$ cat src/verilog/asl_pkg.sv
`default_nettype none
package asl_pkg;
	localparam logic [7:0] OFF_CTRL  = 8'h00;
	localparam logic [7:0] OFF_LIMIT = 8'h04;
	localparam logic [7:0] OFF_BIAS  = 8'h08;
	localparam logic [7:0] OFF_CMD   = 8'h0C;
	localparam logic [7:0] OFF_NEW   = 8'h10;
	localparam logic [7:0] OFF_ACC   = 8'h14;
	localparam logic [7:0] OFF_DEC   = 8'h18;
	localparam logic [7:0] OFF_STAT  = 8'h1C;
	localparam logic [7:0] OFF_ERR   = 8'h20;
	localparam logic [7:0] OFF_WARN  = 8'h24;
	localparam logic [7:0] OFF_SPD   = 8'h28;
	localparam int B_START  = 0;
	localparam int B_SPCHG  = 1;
	localparam int B_TPCHG  = 2;
	localparam int B_STOP   = 3;
	localparam int B_LIMSEL = 4;
	localparam int B_DIR    = 5;
	localparam int B_METH   = 6;
	localparam int B_MODE   = 8;
	localparam int B_BUSY   = 16;
	localparam int B_CALC   = 17;
	localparam logic [15:0] CTRL_PULSES = 16'h0009;
	localparam logic [15:0] CTRL_RST    = 16'h0000;
	localparam logic [31:0] LIMIT_RST   = 32'h0000FFFF;
	localparam logic [31:0] SPD_RST     = 32'h00000000;
	localparam logic [15:0] TIME_RST    = 16'h0000;
	localparam logic [15:0] TIME_MAX    = 16'h7FFF;
	localparam logic [15:0] W_RANGE = 16'h03FC;
	localparam logic [15:0] W_NOCHG = 16'h03FE;
	localparam logic [15:0] E_HWLP  = 16'h044C;
	localparam logic [15:0] E_HWLM  = 16'h044D;
	localparam logic [15:0] E_RETRY = 16'h04B2;
	localparam logic [15:0] E_ACC   = 16'h05DE;
	localparam logic [15:0] E_DEC   = 16'h05DF;
	localparam logic [15:0] CODE_NONE = 16'h0000;
	localparam logic [15:0] ST_IDLE = 16'h0000;
	localparam logic [15:0] ST_RUN  = 16'h0001;
	localparam logic [15:0] ST_ERR  = 16'hFFFF;
	localparam int CLK_NS   = 10;
	localparam int CALC_NS  = 1000;
	localparam int CALC_CYC = (CALC_NS + CLK_NS - 1) / CLK_NS;
	typedef enum logic [2:0] {
		M_POS = 3'h0, M_SPD = 3'h1, M_SWSPD = 3'h2, M_SWPOS = 3'h3, M_JOG = 3'h4, M_OPR = 3'h5
	} asl_mode_t;
	typedef enum logic [1:0] {
		P_ACC = 2'h0, P_CONST = 2'h1, P_CHG = 2'h2, P_DEC = 2'h3
	} asl_phase_t;
	typedef enum logic [1:0] {
		R_DOG = 2'h0, R_CNT1 = 2'h1, R_CNT2 = 2'h2
	} asl_meth_t;
	typedef enum logic [4:0] {
		S_IDLE = 5'h01, S_RUN = 5'h02, S_OPR = 5'h04, S_RETRY = 5'h08, S_STOP = 5'h10
	} asl_state_t;
endpackage
`default_nettype wire

$ cat src/verilog/asl_reg_if.sv
`timescale 1ns/1ns
`default_nettype none
interface asl_reg_if;
	logic [15:0] ctrl;
	logic        start;
	logic        stop;
	logic        clr_err;
	logic        clr_warn;
	logic [31:0] limit;
	logic [31:0] bias;
	logic [31:0] cmd;
	logic [31:0] nspd;
	logic [15:0] acc;
	logic [15:0] dec;
	logic [31:0] stat;
	logic [15:0] err;
	logic [15:0] warn;
	logic [31:0] spd;
	modport slv (
		output ctrl, start, stop, clr_err, clr_warn, limit, bias, cmd, nspd, acc, dec,
		input  stat, err, warn, spd
	);
	modport core (
		input  ctrl, start, stop, clr_err, clr_warn, limit, bias, cmd, nspd, acc, dec,
		output stat, err, warn, spd
	);
endinterface
`default_nettype wire

$ cat src/verilog/asl_clamp.sv
`timescale 1ns/1ns
`default_nettype none
module asl_clamp #(
	parameter int W = 32
) (
	input  wire logic [W-1:0] spd,
	input  wire logic [W-1:0] lim,
	input  wire logic [W-1:0] bias,
	input  wire logic         use_bias,
	output logic      [W-1:0] out,
	output logic              oor
);
	always_comb begin
		out = spd;
		oor = 1'b0;
		if (spd > lim) begin // [RULE_13]
			out = lim;
			oor = 1'b1;
		end else if (use_bias && spd < bias) begin // [RULE_14]
			out = bias;
			oor = 1'b1;
		end
	end
endmodule
`default_nettype wire

$ cat src/verilog/asl_apb.sv
`timescale 1ns/1ns
`default_nettype none
module asl_apb (
	input  wire logic        pclk,
	input  wire logic        presetn,
	input  wire logic [7:0]  paddr,
	input  wire logic        psel,
	input  wire logic        penable,
	input  wire logic        pwrite,
	input  wire logic [31:0] pwdata,
	output logic      [31:0] prdata,
	output logic             pready,
	output logic             pslverr,
	asl_reg_if.slv           rif
);
	logic        acc_ph;
	logic        wr;
	logic        hit;
	logic [31:0] rd;

	// one wait state: data is muxed while pready is still low
	assign acc_ph = psel & penable & ~pready;
	assign wr     = psel & penable & pready & pwrite;

	always_comb begin
		hit = 1'b1;
		rd  = 32'h00000000;
		case (paddr)
			asl_pkg::OFF_CTRL:  rd = {16'h0000, rif.ctrl};
			asl_pkg::OFF_LIMIT: rd = rif.limit;
			asl_pkg::OFF_BIAS:  rd = rif.bias;
			asl_pkg::OFF_CMD:   rd = rif.cmd;
			asl_pkg::OFF_NEW:   rd = rif.nspd;
			asl_pkg::OFF_ACC:   rd = {16'h0000, rif.acc};
			asl_pkg::OFF_DEC:   rd = {16'h0000, rif.dec};
			asl_pkg::OFF_STAT:  rd = rif.stat;
			asl_pkg::OFF_ERR:   rd = {16'h0000, rif.err};
			asl_pkg::OFF_WARN:  rd = {16'h0000, rif.warn};
			asl_pkg::OFF_SPD:   rd = rif.spd;
			default:            hit = 1'b0;
		endcase
	end

	always_ff @(posedge pclk or negedge presetn) begin
		if (!presetn) begin
			pready  <= 1'b0;
			prdata  <= 32'h00000000;
			pslverr <= 1'b0;
		end else begin
			pready <= acc_ph;
			if (acc_ph) begin
				prdata  <= pwrite ? 32'h00000000 : rd;
				pslverr <= ~hit;
			end
		end
	end

	always_ff @(posedge pclk or negedge presetn) begin
		if (!presetn) begin
			rif.ctrl  <= asl_pkg::CTRL_RST;
			rif.limit <= asl_pkg::LIMIT_RST;
			rif.bias  <= asl_pkg::SPD_RST;
			rif.cmd   <= asl_pkg::SPD_RST;
			rif.nspd  <= asl_pkg::SPD_RST;
			rif.acc   <= asl_pkg::TIME_RST;
			rif.dec   <= asl_pkg::TIME_RST;
		end else if (wr) begin
			case (paddr)
				asl_pkg::OFF_CTRL:  rif.ctrl <= pwdata[15:0] & ~asl_pkg::CTRL_PULSES;
				asl_pkg::OFF_LIMIT: rif.limit <= pwdata;
				asl_pkg::OFF_BIAS:  rif.bias <= pwdata;
				asl_pkg::OFF_CMD:   rif.cmd <= pwdata;
				asl_pkg::OFF_NEW:   rif.nspd <= pwdata;
				asl_pkg::OFF_ACC:   rif.acc <= pwdata[15:0];
				asl_pkg::OFF_DEC:   rif.dec <= pwdata[15:0];
				default: begin
				end
			endcase
		end
	end

	always_ff @(posedge pclk or negedge presetn) begin
		if (!presetn) begin
			rif.start    <= 1'b0;
			rif.stop     <= 1'b0;
			rif.clr_err  <= 1'b0;
			rif.clr_warn <= 1'b0;
		end else begin
			rif.start    <= wr && paddr == asl_pkg::OFF_CTRL && pwdata[asl_pkg::B_START];
			rif.stop     <= wr && paddr == asl_pkg::OFF_CTRL && pwdata[asl_pkg::B_STOP];
			rif.clr_err  <= wr && paddr == asl_pkg::OFF_ERR;
			rif.clr_warn <= wr && paddr == asl_pkg::OFF_WARN;
		end
	end
endmodule
`default_nettype wire

$ cat src/verilog/asl_axis.sv
// Operation
// RULE_01 - return started on dog: dog method goes creep, count methods retry
// RULE_02 - no limit selected means no retry reversal, axis keeps moving
// RULE_03 - dog method start in limit-off and dog-on overlap gives 1202, stop
// RULE_04 - overlap of limit-off and dog-on during retry gives 1202, stop
// RULE_05 - opposite limit going off during return gives 1100/1101, stop
// RULE_06 - return refused with 1100/1101 when opposite limit already off
// RULE_07 - no speed limiting during return; tool keeps return speed legal
// RULE_08 - positioning command speed above limit is clamped, warning 1020
// RULE_09 - jog speed above limit is clamped, warning 1020
// RULE_10 - program supplies new speed, change ramp time and stop time
// RULE_11 - speed change accepted per control and motion phase matrix
// RULE_12 - refused change warns 1022; stop or jog deceleration ignore silently
// RULE_13 - new speed above limit runs at limit, warning 1020
// RULE_14 - new speed below bias runs at bias, warning 1020
// RULE_15 - change requests refused while earlier change calculation runs
// RULE_16 - new speed applied only after current pulse completes
// RULE_17 - target reached during change in position phase gives 1022
// RULE_18 - target change accepted same cycle cancels speed change, 1022
// RULE_19 - position phase ends at target even above bias speed
// RULE_20 - bias 0 and new speed 0 stops axis, busy and status held
// RULE_21 - bias nonzero and new speed 0 runs at bias, warning 1020
// RULE_22 - ramp time errors set status -1, stop using old timing
// RULE_23 - change captured on command rising edge against current phase
//
// The APB register port and the placing of the registers are this design's own decisions.
`timescale 1ns/1ns
`default_nettype none
module asl_axis #(
	parameter int CALC_CYC = asl_pkg::CALC_CYC
) (
	input  wire logic        pclk,
	input  wire logic        presetn,
	input  wire logic [7:0]  paddr,
	input  wire logic        psel,
	input  wire logic        penable,
	input  wire logic        pwrite,
	input  wire logic [31:0] pwdata,
	output logic      [31:0] prdata,
	output logic             pready,
	output logic             pslverr,
	input  wire logic        near_dog,
	input  wire logic        lim_fwd,
	input  wire logic        lim_rev,
	input  wire logic [1:0]  prof_phase,
	input  wire logic        prof_stopped,
	input  wire logic        target_reached,
	input  wire logic        pulse_done,
	output logic             motion_run,
	output logic             motion_dir,
	output logic      [31:0] speed_cmd,
	output logic             creep_sel,
	output logic             decel_stop,
	output logic             dec_time_sel,
	output logic             axis_busy_flag,
	output logic      [15:0] axis_operation_status
);
	localparam int CW = $clog2(CALC_CYC + 1);
	localparam logic [CW-1:0] CALC_LOAD = CW'(CALC_CYC);
	localparam logic [CW-1:0] CNT_ONE = CW'(1);
	localparam logic [CW-1:0] CNT_ZERO = CW'(0);

	asl_reg_if rif ();

	asl_apb u_apb (
		.pclk    (pclk),
		.presetn (presetn),
		.paddr   (paddr),
		.psel    (psel),
		.penable (penable),
		.pwrite  (pwrite),
		.pwdata  (pwdata),
		.prdata  (prdata),
		.pready  (pready),
		.pslverr (pslverr),
		.rif     (rif)
	);

	asl_pkg::asl_state_t state;
	asl_pkg::asl_mode_t  mode;
	asl_pkg::asl_mode_t  run_mode;
	asl_pkg::asl_meth_t  meth;
	asl_pkg::asl_phase_t phase;
	logic          odir;
	logic          limsel;
	logic          opp_ok;
	logic          ret_ok;
	logic [15:0]   opp_code;
	logic          spc_q;
	logic          tpc_q;
	logic          spc_edge;
	logic          tpc_ev;
	logic [CW-1:0] calc_cnt;
	logic          pend;
	logic          calc_busy;
	logic [31:0]   new_q;
	logic          dog_seen;
	logic          chg_ok;
	logic          chg_warn;
	logic          eval;
	logic          take;
	logic          tm_err;
	logic          go;
	logic          pos_mode;
	logic          cancel_tgt;
	logic          apply;
	logic          st_start;
	logic          st_err_set;
	logic [15:0]   st_err_code;
	logic          opr_err;
	logic [15:0]   opr_code;
	logic [31:0]   start_spd;
	logic          start_oor;
	logic [31:0]   chg_spd;
	logic          chg_oor;
	logic          warn_set;
	logic [15:0]   warn_code;
	logic [15:0]   err_q;
	logic [15:0]   warn_q;

	assign mode   = asl_pkg::asl_mode_t'(rif.ctrl[asl_pkg::B_MODE +: 3]);
	assign meth   = asl_pkg::asl_meth_t'(rif.ctrl[asl_pkg::B_METH +: 2]);
	assign phase  = asl_pkg::asl_phase_t'(prof_phase);
	assign odir   = rif.ctrl[asl_pkg::B_DIR];
	assign limsel = rif.ctrl[asl_pkg::B_LIMSEL];
	// limit inputs are high while the switch is on, i.e. inside the stroke
	assign opp_ok   = odir ? lim_rev : lim_fwd;
	assign ret_ok   = odir ? lim_fwd : lim_rev;
	assign opp_code = odir ? asl_pkg::E_HWLM : asl_pkg::E_HWLP;

	asl_clamp u_start_clamp (
		.spd      (rif.cmd),
		.lim      (rif.limit),
		.bias     (rif.bias),
		.use_bias (1'b0),
		.out      (start_spd),
		.oor      (start_oor)
	);

	asl_clamp u_chg_clamp (
		.spd      (rif.nspd),
		.lim      (rif.limit),
		.bias     (rif.bias),
		.use_bias (1'b1),
		.out      (chg_spd),
		.oor      (chg_oor)
	);

	assign st_start = state == asl_pkg::S_IDLE && rif.start;
	assign spc_edge = rif.ctrl[asl_pkg::B_SPCHG] & ~spc_q; // [RULE_23]
	assign tpc_ev   = rif.ctrl[asl_pkg::B_TPCHG] & ~tpc_q & (state == asl_pkg::S_RUN);
	assign calc_busy = calc_cnt != CNT_ZERO || pend;
	assign pos_mode = run_mode == asl_pkg::M_POS || run_mode == asl_pkg::M_SWPOS;

	// acceptance matrix against the phase seen in the edge cycle
	always_comb begin
		chg_ok   = 1'b0;
		chg_warn = 1'b0;
		if (state != asl_pkg::S_STOP) begin // [RULE_12]
			case (run_mode)
				asl_pkg::M_POS, asl_pkg::M_SWPOS: begin // [RULE_11]
					chg_ok   = phase == asl_pkg::P_CONST;
					chg_warn = phase != asl_pkg::P_CONST;
				end
				asl_pkg::M_SPD, asl_pkg::M_SWSPD: begin // [RULE_11]
					chg_ok   = phase != asl_pkg::P_DEC;
					chg_warn = phase == asl_pkg::P_DEC;
				end
				asl_pkg::M_JOG: begin
					chg_ok = phase != asl_pkg::P_DEC; // [RULE_12]
				end
				default: begin
					chg_warn = 1'b1; // [RULE_12]
				end
			endcase
		end
	end

	assign eval   = spc_edge && !calc_busy && axis_busy_flag; // [RULE_15]
	assign take   = eval && chg_ok && !tpc_ev; // [RULE_18]
	assign tm_err = take && (rif.acc > asl_pkg::TIME_MAX || rif.dec > asl_pkg::TIME_MAX);
	assign go     = take && !tm_err;
	assign cancel_tgt = calc_busy && pos_mode && target_reached; // [RULE_17]
	assign apply  = pend && pulse_done && !cancel_tgt && state == asl_pkg::S_RUN; // [RULE_16]

	// return checks; start-time checks refuse, run-time checks stop
	always_comb begin
		st_err_set  = 1'b0;
		st_err_code = asl_pkg::CODE_NONE;
		opr_err     = 1'b0;
		opr_code    = asl_pkg::CODE_NONE;
		if (st_start && mode == asl_pkg::M_OPR) begin
			if (!opp_ok) begin // [RULE_06]
				st_err_set  = 1'b1;
				st_err_code = opp_code;
			end else if (meth == asl_pkg::R_DOG && near_dog && !ret_ok) begin // [RULE_03]
				st_err_set  = 1'b1;
				st_err_code = asl_pkg::E_RETRY;
			end
		end
		if (state == asl_pkg::S_OPR || state == asl_pkg::S_RETRY) begin
			if (!opp_ok) begin // [RULE_05]
				opr_err  = 1'b1;
				opr_code = opp_code;
			end else if (state == asl_pkg::S_RETRY && near_dog && !ret_ok) begin // [RULE_04]
				opr_err  = 1'b1;
				opr_code = asl_pkg::E_RETRY;
			end
		end
	end

	// 1022 outranks 1020 when both land in one cycle
	always_comb begin
		warn_set  = 1'b1;
		warn_code = asl_pkg::W_NOCHG;
		if ((eval && chg_warn) || (eval && chg_ok && tpc_ev) || cancel_tgt) begin
			warn_code = asl_pkg::W_NOCHG; // [RULE_18]
		end else if (go && chg_oor) begin
			warn_code = asl_pkg::W_RANGE; // [RULE_21]
		end else if (st_start && mode != asl_pkg::M_OPR && start_oor) begin
			warn_code = asl_pkg::W_RANGE; // [RULE_08] [RULE_09]
		end else begin
			warn_set = 1'b0;
		end
	end

	always_ff @(posedge pclk or negedge presetn) begin
		if (!presetn) begin
			warn_q <= asl_pkg::CODE_NONE;
		end else if (warn_set) begin
			warn_q <= warn_code;
		end else if (rif.clr_warn) begin
			warn_q <= asl_pkg::CODE_NONE;
		end
	end

	always_ff @(posedge pclk or negedge presetn) begin
		if (!presetn) begin
			err_q <= asl_pkg::CODE_NONE;
		end else if (st_err_set) begin
			err_q <= st_err_code;
		end else if (opr_err) begin
			err_q <= opr_code;
		end else if (tm_err) begin
			err_q <= rif.acc > asl_pkg::TIME_MAX ? asl_pkg::E_ACC : asl_pkg::E_DEC;
		end else if (rif.clr_err) begin
			err_q <= asl_pkg::CODE_NONE;
		end
	end

	always_ff @(posedge pclk or negedge presetn) begin
		if (!presetn) begin
			spc_q    <= 1'b0;
			tpc_q    <= 1'b0;
			calc_cnt <= CNT_ZERO;
			pend     <= 1'b0;
			new_q    <= asl_pkg::SPD_RST;
		end else begin
			spc_q <= rif.ctrl[asl_pkg::B_SPCHG];
			tpc_q <= rif.ctrl[asl_pkg::B_TPCHG];
			if (state != asl_pkg::S_RUN || cancel_tgt || apply) begin
				calc_cnt <= CNT_ZERO;
				pend     <= 1'b0;
			end else if (go) begin
				calc_cnt <= CALC_LOAD;
				new_q    <= chg_spd; // [RULE_13] [RULE_14]
			end else if (calc_cnt != CNT_ZERO) begin
				calc_cnt <= calc_cnt - CNT_ONE;
				pend     <= calc_cnt == CNT_ONE;
			end
		end
	end

	always_ff @(posedge pclk or negedge presetn) begin
		if (!presetn) begin
			state          <= asl_pkg::S_IDLE;
			run_mode       <= asl_pkg::M_POS;
			motion_run     <= 1'b0;
			motion_dir     <= 1'b0;
			speed_cmd      <= asl_pkg::SPD_RST;
			creep_sel      <= 1'b0;
			decel_stop     <= 1'b0;
			dec_time_sel   <= 1'b0;
			axis_busy_flag <= 1'b0;
			axis_operation_status <= asl_pkg::ST_IDLE;
			dog_seen       <= 1'b0;
		end else begin
			case (state)
				asl_pkg::S_IDLE: begin
					if (st_start && st_err_set) begin
						axis_operation_status <= asl_pkg::ST_ERR;
					end else if (st_start) begin
						state          <= mode == asl_pkg::M_OPR ? asl_pkg::S_OPR : asl_pkg::S_RUN;
						run_mode       <= mode;
						motion_run     <= 1'b1;
						motion_dir     <= odir;
						decel_stop     <= 1'b0;
						dec_time_sel   <= 1'b0;
						creep_sel      <= 1'b0;
						dog_seen       <= 1'b0;
						axis_busy_flag <= 1'b1;
						axis_operation_status <= asl_pkg::ST_RUN;
						// return speed passes unlimited
						speed_cmd <= mode == asl_pkg::M_OPR ? rif.cmd : start_spd; // [RULE_07] [RULE_08]
						if (mode == asl_pkg::M_OPR && near_dog) begin
							if (meth == asl_pkg::R_DOG) begin
								creep_sel <= 1'b1; // [RULE_01]
							end else if (limsel) begin
								state      <= asl_pkg::S_RETRY; // [RULE_01] [RULE_02]
								motion_dir <= ~odir;
								dog_seen   <= 1'b1;
							end
						end
					end
				end
				asl_pkg::S_OPR: begin
					if (opr_err) begin
						state      <= asl_pkg::S_STOP;
						decel_stop <= 1'b1;
						axis_operation_status <= asl_pkg::ST_ERR;
					end else if (!ret_ok && limsel) begin
						state      <= asl_pkg::S_RETRY; // [RULE_02]
						motion_dir <= ~odir;
					end else if (prof_stopped) begin
						state          <= asl_pkg::S_IDLE;
						motion_run     <= 1'b0;
						axis_busy_flag <= 1'b0;
						axis_operation_status <= asl_pkg::ST_IDLE;
					end
				end
				asl_pkg::S_RETRY: begin
					if (opr_err) begin
						state      <= asl_pkg::S_STOP;
						decel_stop <= 1'b1;
						axis_operation_status <= asl_pkg::ST_ERR;
					end else if (dog_seen && !near_dog) begin
						state      <= asl_pkg::S_OPR;
						motion_dir <= odir;
					end else if (near_dog) begin
						dog_seen <= 1'b1;
					end
				end
				asl_pkg::S_RUN: begin
					if (apply) begin
						speed_cmd    <= new_q; // [RULE_16] [RULE_20]
						dec_time_sel <= 1'b1;
					end
					if (tm_err) begin
						// old stop timing kept: dec_time_sel untouched
						state      <= asl_pkg::S_STOP; // [RULE_22]
						decel_stop <= 1'b1;
						motion_run <= speed_cmd != asl_pkg::SPD_RST;
						axis_operation_status <= asl_pkg::ST_ERR;
					end else if (pos_mode && target_reached) begin
						// may end above bias when stop time exceeds the rest
						state          <= asl_pkg::S_IDLE; // [RULE_19]
						motion_run     <= 1'b0;
						axis_busy_flag <= 1'b0;
						axis_operation_status <= asl_pkg::ST_IDLE;
					end else if (rif.stop) begin
						state      <= asl_pkg::S_STOP;
						decel_stop <= 1'b1;
					end else if (prof_stopped && speed_cmd != asl_pkg::SPD_RST) begin
						state          <= asl_pkg::S_IDLE;
						motion_run     <= 1'b0;
						axis_busy_flag <= 1'b0;
						axis_operation_status <= asl_pkg::ST_IDLE;
					end
				end
				asl_pkg::S_STOP: begin
					if (prof_stopped) begin
						state          <= asl_pkg::S_IDLE;
						motion_run     <= 1'b0;
						decel_stop     <= 1'b0;
						axis_busy_flag <= 1'b0;
						// an error stop keeps -1 until the next start
						if (axis_operation_status != asl_pkg::ST_ERR) begin
							axis_operation_status <= asl_pkg::ST_IDLE;
						end
					end
				end
				default: begin
					state <= asl_pkg::S_IDLE;
				end
			endcase
			if (rif.stop && (state == asl_pkg::S_OPR || state == asl_pkg::S_RETRY)) begin
				state      <= asl_pkg::S_STOP;
				decel_stop <= 1'b1;
			end
		end
	end

	assign rif.stat = {14'h0000, calc_busy, axis_busy_flag, axis_operation_status};
	assign rif.err  = err_q;
	assign rif.warn = warn_q;
	assign rif.spd  = speed_cmd;
endmodule
`default_nettype wire

$ cat config.mk
export PLATFORM = sky130hd
export DESIGN_NAME = asl_axis
export DESIGN_NICKNAME = d
export VERILOG_FILES = /design/src/verilog/asl_pkg.sv /design/src/verilog/asl_reg_if.sv /design/src/verilog/asl_clamp.sv /design/src/verilog/asl_apb.sv /design/src/verilog/asl_axis.sv
export SDC_FILE = /design/constraint.sdc
export NUM_CORES = 1
export LEC_CHECK = 0
export BUFFER_PORTS_ARGS = -buffer_cell sky130_fd_sc_hd__buf_2
export CAP_MARGIN = 20
export CORE_ASPECT_RATIO = 0.9
export CORE_MARGIN = 2
export CORE_UTILIZATION = 48
export CTS_BUF_LIST = sky130_fd_sc_hd__clkbuf_8
export DETAILED_ROUTE_END_ITERATION = 8
export GPL_ROUTABILITY_DRIVEN = 1
export PLACE_DENSITY = 0.7
export SLEW_MARGIN = 0
export SYNTH_ARGS = -nofsm -noshare
export SYNTH_HDL_FRONTEND = slang
export SYNTH_SLANG_ARGS = --single-unit
$ cat constraint.sdc
create_clock -name pclk -period 6.9 [get_ports pclk]
set_input_delay 1.725 -clock pclk [delete_from_list [all_inputs] [get_ports pclk]]
set_output_delay 1.725 -clock pclk [all_outputs]
set_load 0.01 [all_outputs]
==> metrics.yaml, run 1 <==
synth.avg_cell_area_sq_um: 10.02
crit_path_end: "u_apb.rif.bias[17]"
die_area_sq_um: 37520
synth_nets: 1874
ys_async_sr_fraction_pct: 100.0
syn2layout_area_growth_pct: 12.89
startpoint_type: "input port"
cts.reportedPaths.clkPinSlew_ns: 0.07
route.detailed.drc: 0
synth_top_family_by_area: "compound AO/OA/AOI/OAI gates"
intPower_uw: 2875
seqPwrFrac_pct: 47.9
status: "finished clean"
worstPathMaxFanout: 44
synthXorXnorAreaFrac_pct: 0.4057
vias: 14870
synthMuxAreaShare_pct: 9.904
tns_ns: 0
cpPeakStageDelay_ns: 0.73
rsz0062_at_grt: "false"
final-max-slew-violation-count: 0
firstDrtPassIters: 6
synth_fa_ha_area_share_pct: 7.100
ys_types: 80
drtIter0Drc: 1477
ys_seq_area_share_pct: 45.19
power.share.clock_pct: 45.6
drt-wirelength-per-cell_um: 23.78
grt_max_degree: 121
clock_skew_ns: 0.03616
relSlewSlack_pct: 25.75
ys_ff_latch: 311
antenna_found_initial: 3
ios: 141
fin_crit_ns: 4.207
finalNetCount: 1994
crit_type: "input port to flip-flop"
grtUsageTotal_pct: 30.29
combPwrFrac_pct: 6.5
hp-class: "flip-flop to flip-flop"
grt_first_pass_wirelength_mm: 87.06
die_height_um: 184.0
cts_resized: 0
cts_root_buf: "clkbuf_8"
grt.overflow.total: 0
arrival_ns: 4.75
fp-row-count: 65
core-area_sq_um: 35300
clock-sinks: 311
fillers: 3158
gp_congestion: 0.9241
fmax_mhz: 237.7
cts_made_buffers: 53
cp.required_ns: 7.44
synth_edf_count: 0
grt_pass1_vias: 14770
synth_compound_area_share_pct: 18.45
crit_path_cell_trace: "buf_2 > or4b_1 > or4_1 > buf_4 > nor2_2 > buf_4 > and2_2 > buf_4 > nand2_1 > o21ai_0"
start_util_pct: 48.93
cts_tree: "done"
switchingPower_uw: 994.1
drive_gt1_share_pct: 24.38
peakVddDrop_v: 0.0001305
die_w_um: 203.9
hpwlAfterDp_mm: 37.28
via_per_inst: 6.305
cts_max_path_buffers: 3
synthCells: 1723
synth_commonest_cells: "294 x dfrtp_1, 186 x nand2_1, 139 x nor2_1, 135 x mux2_2, 98 x ha_1"
critPathCaptureType: "flip-flop"
r2r_slack_ns: 2.70
setup_viol: 0
fin_util_pct: 55.24
netlist_area_sq_um: 17270
holdBufCountCts: 0
port_buffers: 140
swShare_pct: 25.69
tightest_slew_ns: 1.113
clk_latency_ns: 0.63
fin_crit_sh_pct: 60.97
htreeDepth: 2
cap_violations: 0
synth.most_common_cell: "dfrtp_1"
power.leakage_uw: 0.009822
detail-route-antenna-nets: 0
r2r_cells: 10
hold_violations: 0
r2r_end: "rif.warn[8]"
synth_top_area_cell: "dfrtp_1"
synthTopCellsByArea: "dfrtp_1 43%, mux2_2 8.8%, ha_1 7.1%"
wirelength_mm: 56.08
timing.rr.start: "u_apb.rif.limit[30]"
startpoint: "paddr[1]"
synthSimpleGateAreaFrac_pct: 14.34
power_density_nw_per_um2: 198.5
synth_ff_type: "dfrtp_1"
yosys_warnings: 0
critPathSlowestCell: "and2_2"
cts_setup_buffers: 0
synth.top_cell.area_share_pct: 42.60
cpMostUsedCell: "buf_4"
[flip-flops by register name, summed over array words and instances (netlist names), 5 cells and up]
| signal | flops |
|---|---|
| u_apb.rif.ctrl | 14 |
| u_apb.rif.bias | 32 |
| u_apb.rif.limit | 32 |
| u_apb.rif.cmd | 32 |
| err_q | 6 |
| calc_cnt | 7 |
| state | 5 |
| speed_cmd | 32 |
| u_apb.rif.acc | 16 |
| u_apb.prdata | 32 |
| u_apb.rif.nspd | 32 |
| u_apb.rif.dec | 16 |
| new_q | 32 |
[how the worst min path moves through the flow]
stage          slack, ns  depth (start not counted)     to         startpoint
3_3_place_gp        0.42                          0  spc_q  u_apb.rif.ctrl[1]
3_5_place_dp        0.43                          0  spc_q  u_apb.rif.ctrl[1]
5_1_grt             0.45                          0  spc_q  u_apb.rif.ctrl[1]
2_1_floorplan       0.39                          0  tpc_q  u_apb.rif.ctrl[2]
6_report            0.44                          0  spc_q  u_apb.rif.ctrl[1]
4_1_cts             0.44                          0  spc_q  u_apb.rif.ctrl[1]
[power by group through the flow]
stage	Sequential [uW]	Clock [uW]	Combinational (uW)
after detailed placement	1880	0	251
after CTS	1850	1780	252
after global placement	1880	0	247
after floorplan	1890	0	112
after global routing	1850	1880	279
final	1850	1760	253
[placed cells by master, fill, tap and decap left out, types with 5 or more instances in the layout]
cell type,netlist,routed
clkinv_2,0,10
nor2b_1,9,9
o21ai_0,89,89
o221a_2,31,31
clkbuf_8,0,65
a22o_1,34,34
nand2b_1,8,8
a211oi_1,5,5
o31ai_1,36,36
mux2_2,135,135
buf_4,17,28
or4_1,6,6
buf_2,20,139
nor4_1,11,11
a21oi_1,96,96
inv_1,85,105
nor3_1,9,8
nand4_1,26,26
ha_1,98,98
a221oi_1,55,55
a222oi_1,9,9
nand3b_1,6,6
dfrtp_1,294,294
a31oi_1,6,6
o211ai_1,6,6
nand3_1,42,42
nand2_1,186,185
and2_1,38,37
a22oi_1,42,42
dfstp_2,17,17
nor2_1,139,136
mux2i_1,19,19
[worst max-delay path, delay by kind of cell]
kind	cells	cell delay, ns
and+or+nand+nor	5	1.91
AOI/OAI and AO/OA	1	0.10
buffers and inverters	4	1.00
[kinds of logic after synthesis]
family	Yosys count
AO/OA/AOI/OAI	447
XOR/XNOR	8
adder cells (fa/ha/maj)	98
buffers and inverters	189
flip-flops	311
multiplexers	154
AND/OR/NAND/NOR	516
[final cells by class]
type | count | area [sq um] | share of cell area, %
clock inverter | 34 | 222.7 | 1.142
antenna | 2 | 5.005 | 0.02567
multi-input combinational | 1223 | 8723 | 44.74
timing repair buffer | 169 | 940.9 | 4.826
inverter | 85 | 319.1 | 1.637
tap | 469 | 586.8 | 3.010
clock buffer | 65 | 894.6 | 4.589
sequential | 311 | 7804 | 40.03
[stage by stage]
| stage | hold WS (ns) | worst slack [ns] | total power [uW] | instance area [sq um] | std cells |
|---|---|---|---|---|---|
| floorplan | 0.3880 | 3.164 | 1997 | 17270 | 1723 |
| global placement | 0.4220 | 2.197 | 2131 | 18370 | 2257 |
| detailed placement | 0.4253 | 2.074 | 2136 | 18370 | 2257 |
| CTS | 0.4377 | 2.731 | 3885 | 19490 | 2356 |
| global route | 0.4528 | 2.594 | 4007 | 19490 | 2357 |
| finish | 0.4389 | 2.693 | 3869 | 19500 | 2358 |
[layer usage]
metal / up-vias / global-route usage [%] / wire length [um]
met1: 7295 / 41.69 / 23870
met2: 829 / 45.92 / 24390
met5: - / 0 / 12
li1: 6598 / - / -
met3: 143 / 7.621 / 5834
met4: 2 / 11.97 / 1969
Note: power is estimated with default switching activity, not from simulation.
==> inputs of run 2 (changes only) <==
- clock period: 6.9 -> 4.2 ns (I/O delays scaled with it)
==> run 2 against run 1 <==
Clock skew fell by 0.015 ns. Wire length rose by 2.4%. First-iteration DRC count rose by 14%. Register-to-register slack got worse by 2.0 ns. Flip-flop and latch count unchanged. Via count rose by 0.83%. Total power up 62%. Combinational power increased by 73%. Critical path type is now flip-flop to flip-flop. Hold slack better by 0.021 ns. Cell area rose by 0.80%. Global-route usage up 0.57 points. Count of clock-buffer cells in the layout rose by 7.
==> metrics.yaml, run 2 (same netlist as run 1, synthesis figures left out) <==
status: "finished clean"
tns_ns: 0
mostFrequentLayoutCell: "dfrtp_1"
cp.required_ns: 4.67
cts_tree: "done"
setup_viol: 0
finalNetCount: 2008
core-area_sq_um: 35300
htreeDepth: 2
grt_first_pass_wirelength_mm: 88.47
cts_max_path_buffers: 3
fp-row-count: 65
crit_buf_inv: 1
gp_congestion: 0.9394
cts_resized: 0
peakVddDrop_v: 0.0002290
hpwlAfterDp_mm: 38.78
arrival_ns: 3.99
vias: 14990
power_density_nw_per_um2: 318.5
tightest_slew_ns: 0.9095
worstPathMaxFanout: 9
cts_made_buffers: 51
fin_util_pct: 55.68
critPathSlowestCell: "or4b_4"
rsz0062_at_grt: "false"
detail-route-antenna-nets: 0
drt-wirelength-per-cell_um: 24.25
ios: 141
cpPeakStageDelay_ns: 0.56
syn2layout_area_growth_pct: 13.79
fin_crit_ns: 3.527
final-max-slew-violation-count: 0
drtIter0Drc: 1683
r2r_end: "rif.warn[8]"
grt_pass1_vias: 14890
firstDrtPassIters: 7
cts_root_buf: "clkbuf_8"
timing.rr.start: "u_apb.rif.limit[27]"
die_area_sq_um: 37520
r2r_slack_ns: 0.67
grt_max_degree: 105
startpoint_type: "flip-flop"
holdBufCountCts: 0
hold_violations: 0
crit_path_cell_trace: "inv_1 > ha_1 > nand4_1 > nor4_2 > or4b_4 > nand2_1 > a2bb2oi_4 > a21oi_1 > or4b_1"
die_w_um: 203.9
start_util_pct: 48.93
crit_cells: 9
via_per_inst: 6.331
cap_violations: 0
crit_type: "flip-flop to flip-flop"
hp-class: "flip-flop to flip-flop"
drive_gt1_share_pct: 25.04
power.leakage_uw: 0.009890
cts.reportedPaths.clkPinSlew_ns: 0.07
port_buffers: 140
crit_path_end: "rif.warn[8]"
fmax_mhz: 283.5
fin_crit_sh_pct: 83.98
grt.overflow.total: 0
r2r_cells: 9
startpoint: "u_apb.rif.limit[27]"
route.detailed.drc: 0
wirelength_mm: 57.42
grtUsageTotal_pct: 30.86
critPathCaptureType: "flip-flop"
clock_skew_ns: 0.02077
clk_latency_ns: 0.60
crit_family: "simple AND/OR/NAND/NOR gates"
die_height_um: 184.0
cts_setup_buffers: 0
antenna_found_initial: 4
relSlewSlack_pct: 39.37
clock-sinks: 311
layout.cells.most_common_list: "294 x dfrtp_1, 185 x nand2_1, 139 x buf_2, 136 x nor2_1, 135 x mux2_2"
## run 2: changes by cell type in the layout (fill, tap and decap cells not counted), sizes merged
| cell | previous run | this run |
|---|---|---|
| buf | 169 | 185 |
| clkbuf | 65 | 72 |
| inv | 105 | 100 |
| clkinv | 10 | 6 |
| bufinv | 3 | 0 |
| clkinvlp | 1 | 0 |
## run 2: where the power goes
part           total, uW  internal, uW  switching (uW)
Clock               2780          1510            1270
Combinational        437           129             308
Sequential          3040          3020            21.3
## run 2: metal layers
metal | GRT usage, % | part of all wire [%] | up-vias
met4 | 12.99 | 3.7 | 4
met1 | 42.72 | 42 | 7336
met2 | 46.16 | 44 | 863
met5 | 0 | 0.051 | -
li1 | - | - | 6630
met3 | 7.710 | 10 | 158
## run 2: how the worst min path moves through the flow
| stage | from | endpoint | slack (ns) | cells past startpoint |
|---|---|---|---|---|
| 2_1_floorplan | u_apb.rif.ctrl[2] | tpc_q | 0.39 | 0 |
| 3_3_place_gp | u_apb.rif.ctrl[1] | spc_q | 0.43 | 0 |
| 3_5_place_dp | u_apb.rif.ctrl[1] | spc_q | 0.44 | 0 |
| 4_1_cts | u_apb.rif.ctrl[1] | spc_q | 0.45 | 0 |
| 5_1_grt | u_apb.rif.ctrl[1] | spc_q | 0.49 | 0 |
| 6_report | u_apb.rif.ctrl[1] | spc_q | 0.46 | 0 |
## run 2: area by class of cell
cell class,instances,area [sq um]
Timing Repair Buffer,185,1136
Fill cell,3080,15650
Multi-Input combinational cell,1223,8723
Antenna cell,2,5.005
Sequential cell,311,7804
Tap cell,469,586.8
Clock inverter,21,86.33
Inverter,85,319.1
Clock buffer,72,991.0
## run 2: per-stage QoR
stage,hold slack [ns],cell area (sq um),setup WS [ns],cells,total power [uW]
3_3_place_gp,0.4271,18570,0.6573,2273,3517
4_1_cts,0.4513,19650,0.7302,2366,6278
3_5_place_dp,0.4397,18570,0.5834,2273,3525
6_report,0.4601,19650,0.6729,2368,6259
5_1_grt,0.4884,19650,0.6193,2368,6469
2_1_floorplan,0.3880,17270,1.139,1723,3281
